==> config.mk <==
export PLATFORM = sky130hd
export DESIGN_NAME = manual_output_override_diag
export DESIGN_NICKNAME = d
export VERILOG_FILES = /design/src/manual_output_pkg.sv /design/src/input_sync3.sv /design/src/output_channel.sv /design/src/manual_output_override_diag.sv
export VERILOG_INCLUDE_DIRS = /design/src /design/src/src
export SDC_FILE = /design/constraint.sdc
export NUM_CORES = 1
export LEC_CHECK = 0
export ABC_CLOCK_PERIOD_IN_PS = 1400
export BUFFER_PORTS_ARGS = -buffer_cell sky130_fd_sc_hd__buf_4
export CAP_MARGIN = 20
export CORE_ASPECT_RATIO = 0.8
export CORE_UTILIZATION = 40
export DETAILED_ROUTE_END_ITERATION = 8
export GPL_TIMING_DRIVEN = 0
export REMOVE_ABC_BUFFERS = 1
export SLEW_MARGIN = 20
export SYNTH_ARGS = -nofsm -noshare
export SYNTH_HDL_FRONTEND = slang
export SYNTH_SLANG_ARGS = --single-unit
export TNS_END_PERCENT = 100
==> constraint.sdc <==
create_clock -name mclk_in -period 1.4 [get_ports mclk_in]
set_input_delay 0.14 -clock mclk_in [delete_from_list [all_inputs] [get_ports mclk_in]]
set_output_delay 0.14 -clock mclk_in [all_outputs]
set_load 0.02 [all_outputs]
==> src/manual_output_regs.svh <==
// register offsets, feedback and control bit positions, register reset values
// assumes inclusion by bare name from the design files
`ifndef MANUAL_OUTPUT_REGS_SVH
`define MANUAL_OUTPUT_REGS_SVH

`define CH0_FEEDBACK_OFS 4'h0
`define CH0_CONTROL_OFS 4'h2
`define CH1_FEEDBACK_OFS 4'h4
`define CH1_CONTROL_OFS 4'h6
`define DIAG_CONFIG_OFS 4'h8
`define DIAG_STATUS_OFS 4'h9

`define CTL_RUN_PERMIT_BIT 0
`define CTL_DIRECT_SEL_BIT 1
`define CTL_FORCE_LEVEL_BIT 2

`define FB_RUN_ACTIVE_BIT 0
`define FB_OUTPUT_ECHO_BIT 1
`define FB_INPUT_ECHO_BIT 2
`define FB_PULSE_FAULT_BIT 4
`define FB_PARAM_REJECT_BIT 5
`define FB_OUTPUT_SHORT_BIT 6
`define FB_SUPPLY_SHORT_BIT 7

`define CFG_GROUP_DIAG_BIT 0
`define CFG_OUT_DIAG0_BIT 1
`define CFG_OUT_DIAG1_BIT 2

`define CONTROL_RESET 8'h00
`define CONFIG_RESET 8'h00
`define BYTE_ZERO 8'h00

`endif

==> src/manual_output_pkg.sv <==
// types shared by the channel and the top module
// assumes the regs header is compiled alongside
package manual_output_pkg;

	typedef struct packed {
		logic force_level;
		logic direct_sel;
		logic run_permit;
	} chan_ctl_t;

	typedef struct packed {
		logic supply_short;
		logic output_short;
		logic param_reject;
		logic pulse_fault;
		logic reserved;
		logic input_echo;
		logic output_echo;
		logic run_active;
	} chan_fb_t;

	typedef enum logic [2:0] {
		ST_IDLE = 3'b001,
		ST_SEQ = 3'b010,
		ST_DIRECT = 3'b100
	} chan_state_t;

endpackage : manual_output_pkg

==> src/input_sync3.sv <==
// three-stage synchroniser; output changes once stages two and three agree
// assumes an asynchronous input level
`timescale 1ns/1ps
module input_sync3 (
	input wire logic mclk_in,
	input wire logic reset_n_in,
	input wire logic async_in,
	output logic sync_out
);
	logic s1_r;
	logic s2_r;
	logic s3_r;
	always_ff @(posedge mclk_in)
	begin
		if (!reset_n_in)
		begin
			s1_r <= 1'b0;
			s2_r <= 1'b0;
			s3_r <= 1'b0;
			sync_out <= 1'b0;
		end
		else
		begin
			s1_r <= async_in;
			s2_r <= s1_r;
			s3_r <= s2_r;
			if (s2_r == s3_r)
				sync_out <= s3_r;
		end
	end
endmodule : input_sync3

==> src/output_channel.sv <==
// one channel: sequence handover, direct output control, fault flags
// assumes synchronised pin levels and a one-cycle control write strobe
`timescale 1ns/1ps
module output_channel (
	input wire logic mclk_in,
	input wire logic reset_n_in,
	input manual_output_pkg::chan_ctl_t ctl_in,
	input wire logic seq_level_in,
	input wire logic seq_done_in,
	input wire logic pulse_fault_in,
	input wire logic short_in,
	input wire logic short_diag_en_in,
	output logic out_level_out,
	output logic run_active_out,
	output logic pulse_fault_out,
	output logic short_out,
	output logic seq_abort_out
);
	import manual_output_pkg::*;

	chan_state_t state_r;
	chan_state_t state_nxt;
	logic enter_direct;
	logic leave_direct;

	// direct mode entered only with permit clear
	// entry condition
	assign enter_direct = ctl_in.direct_sel && !ctl_in.run_permit;
	assign leave_direct = (state_r == ST_DIRECT) && !ctl_in.direct_sel;

	always_comb
	begin
		state_nxt = state_r;
		case (state_r)
			ST_IDLE:
			begin
				if (enter_direct)
					state_nxt = ST_DIRECT;
				else if (ctl_in.run_permit)
					state_nxt = ST_SEQ;
			end
			ST_SEQ:
			begin
				if (!ctl_in.run_permit || seq_done_in)
					state_nxt = ST_IDLE;
			end
			ST_DIRECT:
			begin
				if (!ctl_in.direct_sel)
					state_nxt = ST_IDLE;
			end
			default: state_nxt = ST_IDLE;
		endcase
	end

	always_ff @(posedge mclk_in)
	begin
		if (!reset_n_in)
		begin
			state_r <= ST_IDLE;
			out_level_out <= 1'b0;
			run_active_out <= 1'b0;
			pulse_fault_out <= 1'b0;
			short_out <= 1'b0;
			seq_abort_out <= 1'b0;
		end
		else
		begin
			state_r <= state_nxt;
			seq_abort_out <= (state_r != ST_DIRECT) && (state_nxt == ST_DIRECT);
			run_active_out <= (state_nxt == ST_SEQ);
			// fault cleared on entry; latched while sequencing
			if ((state_r != ST_DIRECT) && (state_nxt == ST_DIRECT))
				pulse_fault_out <= 1'b0;
			else if (pulse_fault_in && (state_r == ST_SEQ))
				pulse_fault_out <= 1'b1;
			else if (state_nxt == ST_SEQ && state_r == ST_IDLE)
				pulse_fault_out <= 1'b0;
			short_out <= short_in && short_diag_en_in;
			if (state_nxt == ST_DIRECT)
				out_level_out <= ctl_in.force_level;
			else if (leave_direct || state_nxt == ST_IDLE)
				out_level_out <= 1'b0;
			else
				out_level_out <= seq_level_in;
		end
	end
endmodule : output_channel

==> src/manual_output_override_diag.sv <==
// top: register port, two output channels, module-wide fault flags
// assumes a register master with one-cycle strobes and pins from outside the clock domain
//
// Overview of operation
// - direct control entered only with direct-select set and run permit clear
// - entering direct control clears run flag, pulse fault and aborts sequence
// - in direct control the output follows the forced-level bit
// - clearing direct-select leaves direct control and drives output low
// - control byte: bit0 permit, bit1 direct select, bit2 forced level
// - feedback byte: bit0 run flag, bit1 output level, bit2 gating input
// - invalid parameters set reject flag bit5, channels stay unparameterised
// - pulse timing faults reported per channel in feedback bit4
// - sensor supply short flagged at bit7 for both channels
// - output short flagged at bit6 only with output diagnostics on
// - diagnostic message raised only with group diagnostics enabled
`timescale 1ns/1ps
`include "manual_output_regs.svh"
module manual_output_override_diag #(
	parameter int CHANNELS = 2
) (
	input wire logic mclk_in,
	input wire logic reset_n_in,
	input wire logic [3:0] reg_addr_in,
	input wire logic [7:0] reg_wdata_in,
	input wire logic reg_write_in,
	input wire logic reg_read_in,
	output logic [7:0] reg_rdata_out,
	input wire logic param_load_in,
	input wire logic param_valid_in,
	input wire logic [1:0] gating_input_in,
	input wire logic [1:0] output_short_in,
	input wire logic supply_short_in,
	input wire logic [1:0] seq_level_in,
	input wire logic [1:0] seq_done_in,
	input wire logic [1:0] pulse_timing_fault_in,
	output logic [1:0] switched_output_out,
	output logic [1:0] seq_abort_out,
	output logic diag_message_out
);
	import manual_output_pkg::*;

	// ============================================================
	// register port
	chan_ctl_t ctl_r [CHANNELS];
	logic [7:0] config_r;
	logic param_reject_r;
	logic parameterised_r;
	logic [7:0] rdata_nxt;
	logic [1:0] gating_sync;
	logic [1:0] short_sync;
	logic supply_sync;
	logic [1:0] out_level;
	logic [1:0] run_active;
	logic [1:0] pulse_fault;
	logic [1:0] out_short;
	logic [1:0] abort;
	chan_fb_t fb [CHANNELS];
	logic wr_ctl0;
	logic wr_ctl1;
	logic wr_cfg;
	logic diag_nxt;
	logic [1:0] seq_done_gated;
	logic [1:0] seq_fault_gated;

	function automatic chan_ctl_t byte_to_ctl(input logic [7:0] b);
		chan_ctl_t c;
		c.run_permit = b[`CTL_RUN_PERMIT_BIT];
		c.direct_sel = b[`CTL_DIRECT_SEL_BIT];
		c.force_level = b[`CTL_FORCE_LEVEL_BIT];
		return c;
	endfunction : byte_to_ctl

	assign wr_ctl0 = reg_write_in && (reg_addr_in == `CH0_CONTROL_OFS);
	assign wr_ctl1 = reg_write_in && (reg_addr_in == `CH1_CONTROL_OFS);
	assign wr_cfg = reg_write_in && (reg_addr_in == `DIAG_CONFIG_OFS);

	always_ff @(posedge mclk_in)
	begin
		if (!reset_n_in)
		begin
			ctl_r[0] <= byte_to_ctl(`CONTROL_RESET);
			ctl_r[1] <= byte_to_ctl(`CONTROL_RESET);
			config_r <= `CONFIG_RESET;
		end
		else
		begin
			if (wr_ctl0)
				ctl_r[0] <= byte_to_ctl(reg_wdata_in);
			if (wr_ctl1)
				ctl_r[1] <= byte_to_ctl(reg_wdata_in);
			if (wr_cfg)
				config_r <= reg_wdata_in;
		end
	end

	// ============================================================
	// parameter acceptance
	always_ff @(posedge mclk_in)
	begin
		if (!reset_n_in)
		begin
			param_reject_r <= 1'b0;
			parameterised_r <= 1'b1;
		end
		else if (param_load_in)
		begin
			param_reject_r <= !param_valid_in;
			parameterised_r <= param_valid_in;
		end
	end

	// ============================================================
	// pin synchronisers
	genvar g;
	generate
		for (g = 0; g < CHANNELS; g++)
		begin : g_ch
			input_sync3 u_gate (
				.mclk_in(mclk_in),
				.reset_n_in(reset_n_in),
				.async_in(gating_input_in[g]),
				.sync_out(gating_sync[g])
			);
			input_sync3 u_short (
				.mclk_in(mclk_in),
				.reset_n_in(reset_n_in),
				.async_in(output_short_in[g]),
				.sync_out(short_sync[g])
			);
			// unparameterised channels run no sequence
			assign seq_done_gated[g] = seq_done_in[g] || !parameterised_r;
			assign seq_fault_gated[g] = pulse_timing_fault_in[g] && parameterised_r;
			output_channel u_chan (
				.mclk_in(mclk_in),
				.reset_n_in(reset_n_in),
				.ctl_in(ctl_r[g]),
				.seq_level_in(seq_level_in[g] && parameterised_r),
				.seq_done_in(seq_done_gated[g]),
				.pulse_fault_in(seq_fault_gated[g]),
				.short_in(short_sync[g]),
				.short_diag_en_in(config_r[`CFG_OUT_DIAG0_BIT + g]),
				.out_level_out(out_level[g]),
				.run_active_out(run_active[g]),
				.pulse_fault_out(pulse_fault[g]),
				.short_out(out_short[g]),
				.seq_abort_out(abort[g])
			);
			assign fb[g].run_active = run_active[g];
			assign fb[g].output_echo = out_level[g];
			assign fb[g].input_echo = gating_sync[g];
			assign fb[g].reserved = 1'b0;
			assign fb[g].pulse_fault = pulse_fault[g];
			assign fb[g].param_reject = param_reject_r;
			assign fb[g].output_short = out_short[g];
			assign fb[g].supply_short = supply_sync;
		end
	endgenerate

	input_sync3 u_supply (
		.mclk_in(mclk_in),
		.reset_n_in(reset_n_in),
		.async_in(supply_short_in),
		.sync_out(supply_sync)
	);

	// ============================================================
	// read mux and outputs
	assign rdata_nxt = !reg_read_in ? `BYTE_ZERO :
		(reg_addr_in == `CH0_FEEDBACK_OFS) ? fb[0] :
		(reg_addr_in == `CH1_FEEDBACK_OFS) ? fb[1] :
		(reg_addr_in == `DIAG_CONFIG_OFS) ? config_r :
		(reg_addr_in == `DIAG_STATUS_OFS) ? {7'h00, diag_message_out} :
		`BYTE_ZERO;

	assign diag_nxt = config_r[`CFG_GROUP_DIAG_BIT] &&
		(param_reject_r || supply_sync || (|out_short));

	always_ff @(posedge mclk_in)
	begin
		if (!reset_n_in)
		begin
			reg_rdata_out <= `BYTE_ZERO;
			switched_output_out <= 2'b00;
			seq_abort_out <= 2'b00;
			diag_message_out <= 1'b0;
		end
		else
		begin
			reg_rdata_out <= rdata_nxt;
			switched_output_out <= out_level;
			seq_abort_out <= abort;
			diag_message_out <= diag_nxt;
		end
	end
endmodule : manual_output_override_diag

==> reports/results.txt, run 1 <==
EDFF count, synth -> 6
via/cell ratio -> 4.997
final core utilization -> 0.5213
combinational family with the most area after synthesis -> simple AND/OR/NAND/NOR gates
# Max-Cap Violations -> 0
leakage dissipation -> 1.245 nW
setup ws final -> 0.01158 ns
Total Wirelength -> 5072 um
Port Buffers -> 41
Remaining Overflow, GRT -> 0
global placer's final weighted congestion -> 0.7671
fraction of layout cells with a size suffix above 1 -> 0.2465
Final HPWL DP -> 3335 um
drt wl/cell -> 13.75 um
Tcrit/Tclk final -> 0.9917
Critical Path AT -> 1.60 ns
Tmin final -> 1.388 ns
CTS Root Cell -> clkbuf_8
Worst Max-Slew Pin Slew -> 0.7014 ns
DRC violations left -> 0
CTS tree -> yes
part of the Yosys area used for sequential elements -> 0.5600
f_max -> 720.2 MHz
die area -> 6395 um^2
Final Instance Area -> 3065 um^2
Worst setup SP type -> register
Mapped Area -> 2431 um^2
total CTS buffers -> 9
CP Capture Type -> register
outcome -> complete, no violations
DRT iter0 DRCs -> 111
area share of fa/ha/maj cells after synthesis -> 0
Pins Over Slew Limit -> 0
initial antenna violation count -> 0
Post-Syn Instances -> 237
Layout area overhead -> 26.09%
total power -> 3.784 mW
worst vdd ir -> 0.6956 mV
commonest cells after routing, fill and taps aside -> dfxtp_1, buf_4, and2_1
largest net degree at the start of global routing -> 44
Core Area -> 5881 um^2
Ys Warns -> 0
dpl ws -> -0.3844 ns
Inst Count DP -> 348
post-synthesis simple-gate area fraction -> 0.2347
Synth Flop Type -> dfxtp_1
CP Class -> reg2reg
Syn Area/Cell -> 10.26 um^2
FP Rows -> 25
Die Y-Extent -> 71.73 um
RSZ-0062 raised after global routing -> true
io pins -> 42
Ant. Diodes -> 0
Cell variety after synth -> 45
effective utilization at floorplan -> 0.4134
xor/xnor share of the synthesized area -> 0.003603
Pre-antenna DRT Iters -> 4
Vias -> 1844
most common cell after layout, fill and taps aside -> dfxtp_1
Final Hold Viols -> 0
TritonCTS sink count -> 65
global-route wire length before repair -> 8300 um
Reg clk slew, reported paths -> 0.06 ns
Post-Layout Cell Count -> 369
CTS Buffer Depth -> 2
worst hold path type -> in2reg
Worst Path Required -> 1.61 ns
multiplexer share of the synthesized area -> 0
via count of the first global-routing pass -> 1694
Synth async-reset ratio -> 0
placed cell areas -> 2795 um^2
GRT Overall Usage -> 0.1775
Total Neg Setup Slack -> 0 ns
Die Wd -> 89.16 um
final setup fails -> 0
CTS HTree Levels -> 3
Post-Route Skew -> 0.006817 ns
WHS -> 0.01776 ns
Slew HR -> 0.5304
fin nets -> 314
Power Density -> 1234 nW/um^2
FF+latch count, synth -> 65
worst-path fanout max -> 6
number of routed nets with antenna violations -> 0
Compound-Gate Fraction of Synth Area -> 0.1709
clk_lat worst skew -> 0.34 ns
what timing repair did:
action,CTS,global route
pin swaps,1,0
resized for setup,6,5
hold buffers,4,0
setup buffers,1,2
hold endpoints to repair,4,0
setup endpoints to repair,11,10
worst max-delay path, cell delays in order, from the launching register on:
cell and delay [ns]:
dfxtp_2 0.35, or3b_4 0.40, o22a_1 0.21, or3_1 0.30
metal layers:
metal | routed length (um) | vias up | part of all wire | global-route usage
met5 | 0 | - | 0 | 0
met4 | 63 | 0 | 0.012 | 0.07407
met3 | 248 | 7 | 0.049 | 0.06567
met2 | 2099 | 35 | 0.41 | 0.2409
met1 | 2659 | 856 | 0.52 | 0.2514
li1 | - | 946 | - | -
final timing paths:
kind,depth (start not counted),slack [ns],endpoint,start
worst max register to register,3,0.01,g_ch[1].u_chan.state_r[0]$_SDFF_PN1_,g_ch[1].u_chan.state_r[1]$_SDFF_PN0_
worst min-delay path,2,0.02,g_ch[1].u_short.s1_r$_SDFF_PN0_,output_short_in[1]
worst min register to register,1,0.43,g_ch[0].u_short.s2_r$_SDFF_PN0_,g_ch[0].u_short.s1_r$_SDFF_PN0_
worst max-delay path,3,0.01,g_ch[1].u_chan.state_r[0]$_SDFF_PN1_,g_ch[1].u_chan.state_r[1]$_SDFF_PN0_
report_power, final:
| group | switching, mW | internal [mW] |
|---|---|---|
| combinational | 0.161 | 0.186 |
| sequential | 0.0549 | 1.95 |
| clock | 0.662 | 0.769 |
synthesized netlist by cell type, types with 2 or more instances:
cell        n  area share
dfxtp_1    59        0.49
and2_1     20       0.051
a21oi_1    13       0.027
and3_1     13       0.033
o21ai_0    13       0.027
nand2b_1    9       0.023
a21boi_0    8       0.025
clkbuf_1    8       0.012
nand2_1     8       0.012
o21a_1      8       0.025
inv_1       7       0.011
nor2_1      7       0.011
edfxtp_1    6       0.074
nor3_1      6       0.012
nor2b_1     5       0.013
a2bb2oi_1   4       0.014
nand3_1     4      0.0082
a2111oi_0   3       0.011
nor4_1      3      0.0077
buf_2       2      0.0041
nand4_1     2      0.0051
nor3b_1     2      0.0062
nor4bb_1    2      0.0082
o2111ai_1   2      0.0072
or3_1       2      0.0051
or3b_2      2      0.0072
flip-flops by register name, indices dropped and copies added, names as in the netlist, 6 cells and up:
register / cells
ctl_r: 6
config_r: 8
g_ch.u_chan.state_r: 6
reg_rdata_out: 8
area by class of cell:
type	count	area (um^2)
clock buffers	11	162.7
flip-flops and latches	65	1371
clock inverters	3	15.01
inverters	8	30.03
well taps	81	101.3
fillers	570	2815
repair buffers	48	370.4
multi-input cells	153	1015
kinds of logic after synthesis:
kind of cell           after synthesis
AND/OR/NAND/NOR                     92
flip-flops                          65
AO/OA/AOI/OAI                       60
buffers and inverters               19
XOR/XNOR                             1
Power figures use the tool's default switching activity.
==> run 2, diff against run 1 <==
--- a/config.mk
+++ b/config.mk
@@ -7,11 +7,11 @@
 export NUM_CORES = 1
 export LEC_CHECK = 0
 export ABC_CLOCK_PERIOD_IN_PS = 1400
-export BUFFER_PORTS_ARGS = -buffer_cell sky130_fd_sc_hd__buf_4
 export CAP_MARGIN = 20
 export CORE_ASPECT_RATIO = 0.8
 export CORE_UTILIZATION = 40
 export DETAILED_ROUTE_END_ITERATION = 8
+export DONT_BUFFER_PORTS = 1
 export GPL_TIMING_DRIVEN = 0
 export REMOVE_ABC_BUFFERS = 1
 export SLEW_MARGIN = 20
==> reports/results.txt, run 2 (synthesized netlist as in run 1, its figures left out) <==
Port Buffers -> 0 (was 41)
f_max -> 725.2 MHz (was 720.2 MHz)
Final Hold Viols -> 0 (unchanged)
Tmin final -> 1.379 ns (was 1.388 ns)
Total Wirelength -> 5170 um (was 5072 um)
Die Wd -> 89.16 um (unchanged)
WL met1 -> 2462 um (was 2659 um)
via/cell ratio -> 5.210 (was 4.997)
Filler cells -> 585 (was 570)
largest net degree at the start of global routing -> 38 (was 44)
WL met3 -> 362 um (was 248 um)
RSZ-0062 raised after global routing -> true (unchanged)
Remaining Overflow, GRT -> 0 (unchanged)
Min-Delay Path Depth -> 2 (unchanged)
Worst setup SP type -> register (unchanged)
global-route wire length before repair -> 8487 um (was 8300 um)
Vias -> 1787 (was 1844)
commonest cells after routing, fill and taps aside -> dfxtp_1, and2_1, dlygate4sd3_1 (was dfxtp_1, buf_4, and2_1)
worst r2r path cells -> 3 (unchanged)
final setup fails -> 0 (unchanged)
FP Rows -> 25 (unchanged)
leakage dissipation -> 1.116 nW (was 1.245 nW)
CTS HTree Levels -> 3 (unchanged)
FF-to-FF Start -> g_ch[1].u_chan.state_r[1]$_SDFF_PN0_ (unchanged)
worst vdd ir -> 0.6558 mV (was 0.6956 mV)
via count of the first global-routing pass -> 1690 (was 1694)
CTS Root Cell -> clkbuf_8 (unchanged)
RR Endpoint -> g_ch[1].u_chan.state_r[0]$_SDFF_PN1_ (unchanged)
# Max-Cap Violations -> 0 (unchanged)
top sig layer -> met4 (unchanged)
Critical Path AT -> 1.60 ns (about the same)
cell-by-cell trace of the critical path -> or3b_4, o22a_1, or3_1 (unchanged)
CP Capture Type -> register (unchanged)
outcome -> complete, no violations (unchanged)
Slowest-stage cell, CP -> or3b_4 (unchanged)
Ant. Diodes -> 0 (unchanged)
CTS tree -> yes (unchanged)
initial antenna violation count -> 0 (unchanged)
CP Class -> reg2reg (unchanged)
Critical Path Max Stage Delay -> 0.40 ns (about the same)
Post-Route Skew -> 0.005488 ns (was 0.006817 ns)
worst hold path type -> in2reg (unchanged)
Pre-antenna DRT Iters -> 4 (unchanged)
Worst Max-Slew Pin Slew -> 0.6807 ns (was 0.7014 ns)
Slew HR -> 0.5443 (was 0.5304)
Final Instance Area -> 2939 um^2 (was 3065 um^2)
fraction of layout cells with a size suffix above 1 -> 0.1260 (was 0.2465)
most common cell after layout, fill and taps aside -> dfxtp_1 (unchanged)
io pins -> 42 (unchanged)
Reg clk slew, reported paths -> 0.07 ns (was 0.06 ns)
drt wl/cell -> 15.07 um (was 13.75 um)
Pins Over Slew Limit -> 0 (unchanged)
DRC violations left -> 0 (unchanged)
CTS Buffer Depth -> 2 (unchanged)
DRT iter0 DRCs -> 116 (was 111)
Tcrit/Tclk final -> 0.9850 (was 0.9917)
clk_lat worst skew -> 0.34 ns (about the same)
Worst Path Required -> 1.62 ns (was 1.61 ns)
global placer's final weighted congestion -> 0.8034 (was 0.7671)
TritonCTS sink count -> 65 (unchanged)
Hold Crit Start -> reg_addr_in[0] (was output_short_in[1])
worst-path fanout max -> 6 (unchanged)
Core Area -> 5881 um^2 (unchanged)
Met2 Routed Length -> 2282 um (was 2099 um)
GRT Overall Usage -> 0.1823 (was 0.1775)
placed cell areas -> 2487 um^2 (was 2795 um^2)
Die Y-Extent -> 71.73 um (unchanged)
Final HPWL DP -> 3223 um (was 3335 um)
hold endpoint -> reg_rdata_out[0]$_SDFF_PN0_ (was g_ch[1].u_short.s1_r$_SDFF_PN0_)
number of routed nets with antenna violations -> 0 (unchanged)
total CTS buffers -> 9 (unchanged)
die area -> 6395 um^2 (unchanged)
effective utilization at floorplan -> 0.4134 (unchanged)
biggest regs -> config_r: 8 flops, reg_rdata_out: 8 flops (unchanged)
fin nets -> 286 (was 314)
Layout area overhead -> 20.90% (was 26.09%)
reg2reg setup slack -> 0.02 ns (was 0.01 ns)
WHS -> 0.03440 ns (was 0.01776 ns)
Power Density -> 1361 nW/um^2 (was 1234 nW/um^2)
==> run 2: cell types whose count changed in the layout (fill, tap and decap cells not counted), sizes merged <==
cell	previous run	this run
bufinv	0	1
clkbuf	11	12
clkinv	4	3
buf	44	5
dlygate4sd3	4	15
clkinvlp	0	1
==> run 2: worst max path at each step <==
stage                                    startpoint                                    to  slack, ns  depth (start not counted)
3_3_place_gp                         reg_addr_in[0]              config_r[0]$_SDFFE_PN0P_      -0.20                          3
6_report       g_ch[1].u_chan.state_r[1]$_SDFF_PN0_  g_ch[1].u_chan.state_r[0]$_SDFF_PN1_       0.02                          3
2_1_floorplan  g_ch[1].u_chan.state_r[0]$_SDFF_PN1_  g_ch[1].u_chan.state_r[0]$_SDFF_PN1_      -0.01                          3
4_1_cts        g_ch[1].u_chan.state_r[1]$_SDFF_PN0_  g_ch[1].u_chan.state_r[0]$_SDFF_PN1_      0.006                          3
3_5_place_dp                         reg_addr_in[0]              config_r[1]$_SDFFE_PN0P_      -0.22                          3
5_1_grt        g_ch[1].u_chan.state_r[1]$_SDFF_PN0_  g_ch[1].u_chan.state_r[0]$_SDFF_PN1_      -0.03                          3
==> run 2: repair_timing <==
| item | CTS | global route |
|---|---|---|
| hold buffers | 16 | 0 |
| endpoints found under the hold margin | 43 | 0 |
| gates resized for setup | 4 | 5 |
| setup buffers | 3 | 1 |
| pin swaps | 0 | 1 |
| endpoints found under the setup margin | 2 | 4 |
==> run 2: cell type report <==
cell class	instances	area (um^2)	area share
flip-flops and latches	65	1374	0.4674
multi-input cells	153	1010	0.3436
repair buffers	20	200.2	0.06811
clock buffers	12	176.4	0.06003
well taps	81	101.3	0.03448
clock inverters	4	47.55	0.01618
inverters	8	30.03	0.01022
==> run 2: worst max-delay path, delay by kind of cell (launching register included) <==
| family | cells | cell delay [ns] |
|---|---|---|
| AND/OR/NAND/NOR | 2 | 0.70 |
| flip-flops | 1 | 0.36 |
| AO/OA/AOI/OAI | 1 | 0.21 |
==> run 2: stage by stage <==
stage	setup TNS (ns)	total power, mW	utilization	std cells	setup slack (ns)
6_report	0	4.000	0.4998	343	0.02103
5_1_grt	-0.05074	4.181	0.4998	343	-0.02813
4_1_cts	0	4.044	0.4949	342	0.006101
3_5_place_dp	-2.531	2.251	0.4230	307	-0.2199
3_3_place_gp	-2.482	2.246	0.4230	307	-0.1984
2_1_floorplan	-0.01317	2.201	-	226	-0.01317
==> run 2: routing by layer <==
metal,track usage,vias up
met5,0,-
met4,0.06349,0
met3,0.08871,5
met2,0.2638,42
met1,0.2362,852
li1,-,888
==> run 2: where the power goes <==
group          leakage [nW]  switching [mW]  internal (mW)  total [mW]
sequential            0.539          0.0621           1.95        2.01
clock                 0.114           0.683           1.02        1.70
combinational         0.463           0.125          0.158       0.284
==> run 3, diff against run 2 <==
--- a/config.mk
+++ b/config.mk
@@ -9,10 +9,11 @@
 export ABC_CLOCK_PERIOD_IN_PS = 1400
 export CAP_MARGIN = 20
 export CORE_ASPECT_RATIO = 0.8
-export CORE_UTILIZATION = 40
+export CORE_UTILIZATION = 30
 export DETAILED_ROUTE_END_ITERATION = 8
 export DONT_BUFFER_PORTS = 1
 export GPL_TIMING_DRIVEN = 0
+export MAX_ROUTING_LAYER = met4
 export REMOVE_ABC_BUFFERS = 1
 export SLEW_MARGIN = 20
 export SYNTH_ARGS = -nofsm -noshare
==> reports/results.txt, run 3 (synthesized netlist as in run 1, its figures left out) <==
CTS tree -> yes (unchanged)
number of routed nets with antenna violations -> 0 (unchanged)
largest net degree at the start of global routing -> 38 (unchanged)
Pins Over Slew Limit -> 0 (unchanged)
CP Capture Type -> register (unchanged)
RR Endpoint -> g_ch[1].u_chan.state_r[0]$_SDFF_PN1_ (unchanged)
Power Density -> 1310 nW/um^2 (was 1361 nW/um^2)
final core utilization -> 0.3961 (was 0.4998)
setup ws final -> 0.005094 ns (was 0.02103 ns)
Post-Route Skew -> 0.009194 ns (was 0.005488 ns)
Remaining Overflow, GRT -> 0 (unchanged)
effective utilization at floorplan -> 0.3198 (was 0.4134)
dpl ws -> -0.2968 ns (was -0.2199 ns)
biggest regs -> config_r: 8 flops, reg_rdata_out: 8 flops (unchanged)
Worst setup SP type -> register (unchanged)
worst-path fanout max -> 7 (was 6)
Slew HR -> 0.5231 (was 0.5443)
GRT Overall Usage -> 0.1392 (was 0.1823)
Die Y-Extent -> 82.52 um (was 71.73 um)
Total Wirelength -> 5331 um (was 5170 um)
Die Wd -> 102.6 um (was 89.16 um)
WHS -> 0.01486 ns (was 0.03440 ns)
final setup fails -> 0 (unchanged)
Tmin final -> 1.395 ns (was 1.379 ns)
DRT iter0 DRCs -> 66 (was 116)
DRC violations left -> 0 (unchanged)
most common cell after layout, fill and taps aside -> dfxtp_1 (unchanged)
Min-Delay Path Depth -> 2 (unchanged)
global placer's final weighted congestion -> 0.7884 (was 0.8034)
Reg clk slew, reported paths -> 0.07 ns (about the same)
Total Neg Setup Slack -> 0 ns (unchanged)
Worst Path Required -> 1.62 ns (about the same)
total CTS buffers -> 9 (unchanged)
Layout area overhead -> 23.88% (was 20.90%)
reg2reg setup slack -> 0.005 ns (was 0.02 ns)
io pins -> 42 (unchanged)
Vias -> 1768 (was 1787)
Filler cells -> 768 (was 585)
Hold Crit Start -> reg_addr_in[3] (was reg_addr_in[0])
via count of the first global-routing pass -> 1649 (was 1690)
Comb power frac -> 0.077 (was 0.071)
CTS Buffer Depth -> 2 (unchanged)
hold endpoint -> reg_rdata_out[0]$_SDFF_PN0_ (unchanged)
Tcrit/Tclk final -> 0.9964 (was 0.9850)
# Max-Cap Violations -> 0 (unchanged)
CTS HTree Levels -> 3 (unchanged)
Ant. Diodes -> 0 (unchanged)
die area -> 8470 um^2 (was 6395 um^2)
TritonCTS sink count -> 65 (unchanged)
RSZ-0062 raised after global routing -> true (unchanged)
CP Class -> reg2reg (unchanged)
Critical Path AT -> 1.61 ns (was 1.60 ns)
worst vdd ir -> 0.5982 mV (was 0.6558 mV)
FF-to-FF Start -> g_ch[1].u_chan.state_r[0]$_SDFF_PN1_ (was g_ch[1].u_chan.state_r[1]$_SDFF_PN0_)
CTS Root Cell -> clkbuf_8 (unchanged)
Final HPWL DP -> 3369 um (was 3223 um)
fraction of layout cells with a size suffix above 1 -> 0.1278 (was 0.1260)
clk_lat worst skew -> 0.34 ns (about the same)
Core Area -> 7602 um^2 (was 5881 um^2)
f_max -> 716.9 MHz (was 725.2 MHz)
FP Rows -> 28 (was 25)
Flop pwr share -> 0.510 (was 0.503)
worst r2r path cells -> 3 (unchanged)
fin nets -> 290 (was 286)
CP startpoint -> g_ch[1].u_chan.state_r[0]$_SDFF_PN1_ (was g_ch[1].u_chan.state_r[1]$_SDFF_PN0_)
via/cell ratio -> 4.765 (was 5.210)
P_int -> 3.087 mW (was 3.129 mW)
Worst Max-Slew Pin Slew -> 0.7124 ns (was 0.6807 ns)
Final Hold Viols -> 0 (unchanged)
global-route wire length before repair -> 8273 um (was 8487 um)
Pre-antenna DRT Iters -> 4 (unchanged)
worst hold path type -> in2reg (unchanged)
outcome -> complete, no violations (unchanged)
Port Buffers -> 0 (unchanged)
NetSw -> 857.8 uW (was 870.4 uW)
leakage dissipation -> 1.126 nW (was 1.116 nW)
commonest cells after routing, fill and taps aside -> dfxtp_1, and2_1, dlygate4sd3_1 (unchanged)
drt wl/cell -> 14.37 um (was 15.07 um)
clock share of power -> 0.413 (was 0.426)
initial antenna violation count -> 0 (unchanged)
Switching Fraction -> 0.2175 (was 0.2176)
## run 3: changes by cell type in the layout (fill, tap and decap cells not counted), sizes merged
cell | before | now
dlygate4sd3 | 15 | 18
clkbuf | 12 | 14
clkinv | 3 | 2
buf | 5 | 6
clkinvlp | 1 | 0
## run 3: worst max-delay path: stages (launching register included)
cell	delay, ns
dfxtp_4	0.37
or3b_4	0.39
o22a_1	0.22
or3_1	0.30
## run 3: area by class of cell
class / count / area [um^2] / share of cell area
sequential: 65 / 1374 / 0.4562
multi-input combinational: 153 / 1031 / 0.3423
timing repair buffer: 24 / 237.7 / 0.07894
clock buffer: 14 / 172.7 / 0.05733
tap: 105 / 131.4 / 0.04362
clock inverter: 2 / 35.03 / 0.01163
inverter: 8 / 30.03 / 0.009971
## run 3: worst max-delay path by stage
stage / endpoint / slack (ns) / cells past startpoint
6_report: g_ch[1].u_chan.state_r[0]$_SDFF_PN1_ / 0.005 / 3
5_1_grt: g_ch[1].u_chan.state_r[0]$_SDFF_PN1_ / -0.04 / 3
4_1_cts: g_ch[1].u_chan.state_r[0]$_SDFF_PN1_ / 0.01 / 3
3_5_place_dp: config_r[4]$_SDFFE_PN0P_ / -0.30 / 3
3_3_place_gp: config_r[0]$_SDFFE_PN0P_ / -0.23 / 3
2_1_floorplan: g_ch[1].u_chan.state_r[0]$_SDFF_PN1_ / -0.01 / 3
## run 3: timing repair
action | CTS | global route
pin swaps | 1 | 0
resized for setup | 6 | 8
hold buffers | 17 | 2
cloned | 0 | 0
endpoints found under the setup margin | 4 | 4
setup buffers | 1 | 4
hold endpoints to repair | 43 | 1
## run 3: routing by layer
metal,share of wire,GRT usage
met1,0.47,0.1660
met2,0.46,0.2020
met3,0.061,0.06313
met4,0.012,0.06000
met5,0,-
## run 3: power groups by stage
stage / registers, mW / clock network, mW / logic, mW
6_report: 2.01 / 1.63 / 0.305
5_1_grt: 2.02 / 1.75 / 0.335
3_3_place_gp: 2.05 / 0 / 0.191
2_1_floorplan: 2.03 / 0 / 0.166
4_1_cts: 2.01 / 1.68 / 0.266
3_5_place_dp: 2.05 / 0 / 0.196
## run 3: metrics by stage
step / power (mW) / cells / cell area (um^2)
detailed placement: 2.249 / 331 / 2517
global placement: 2.243 / 331 / 2517
global route: 4.109 / 371 / 3012
floorplan: 2.201 / 226 / 2386
CTS: 3.963 / 365 / 2929
finish: 3.945 / 371 / 3012
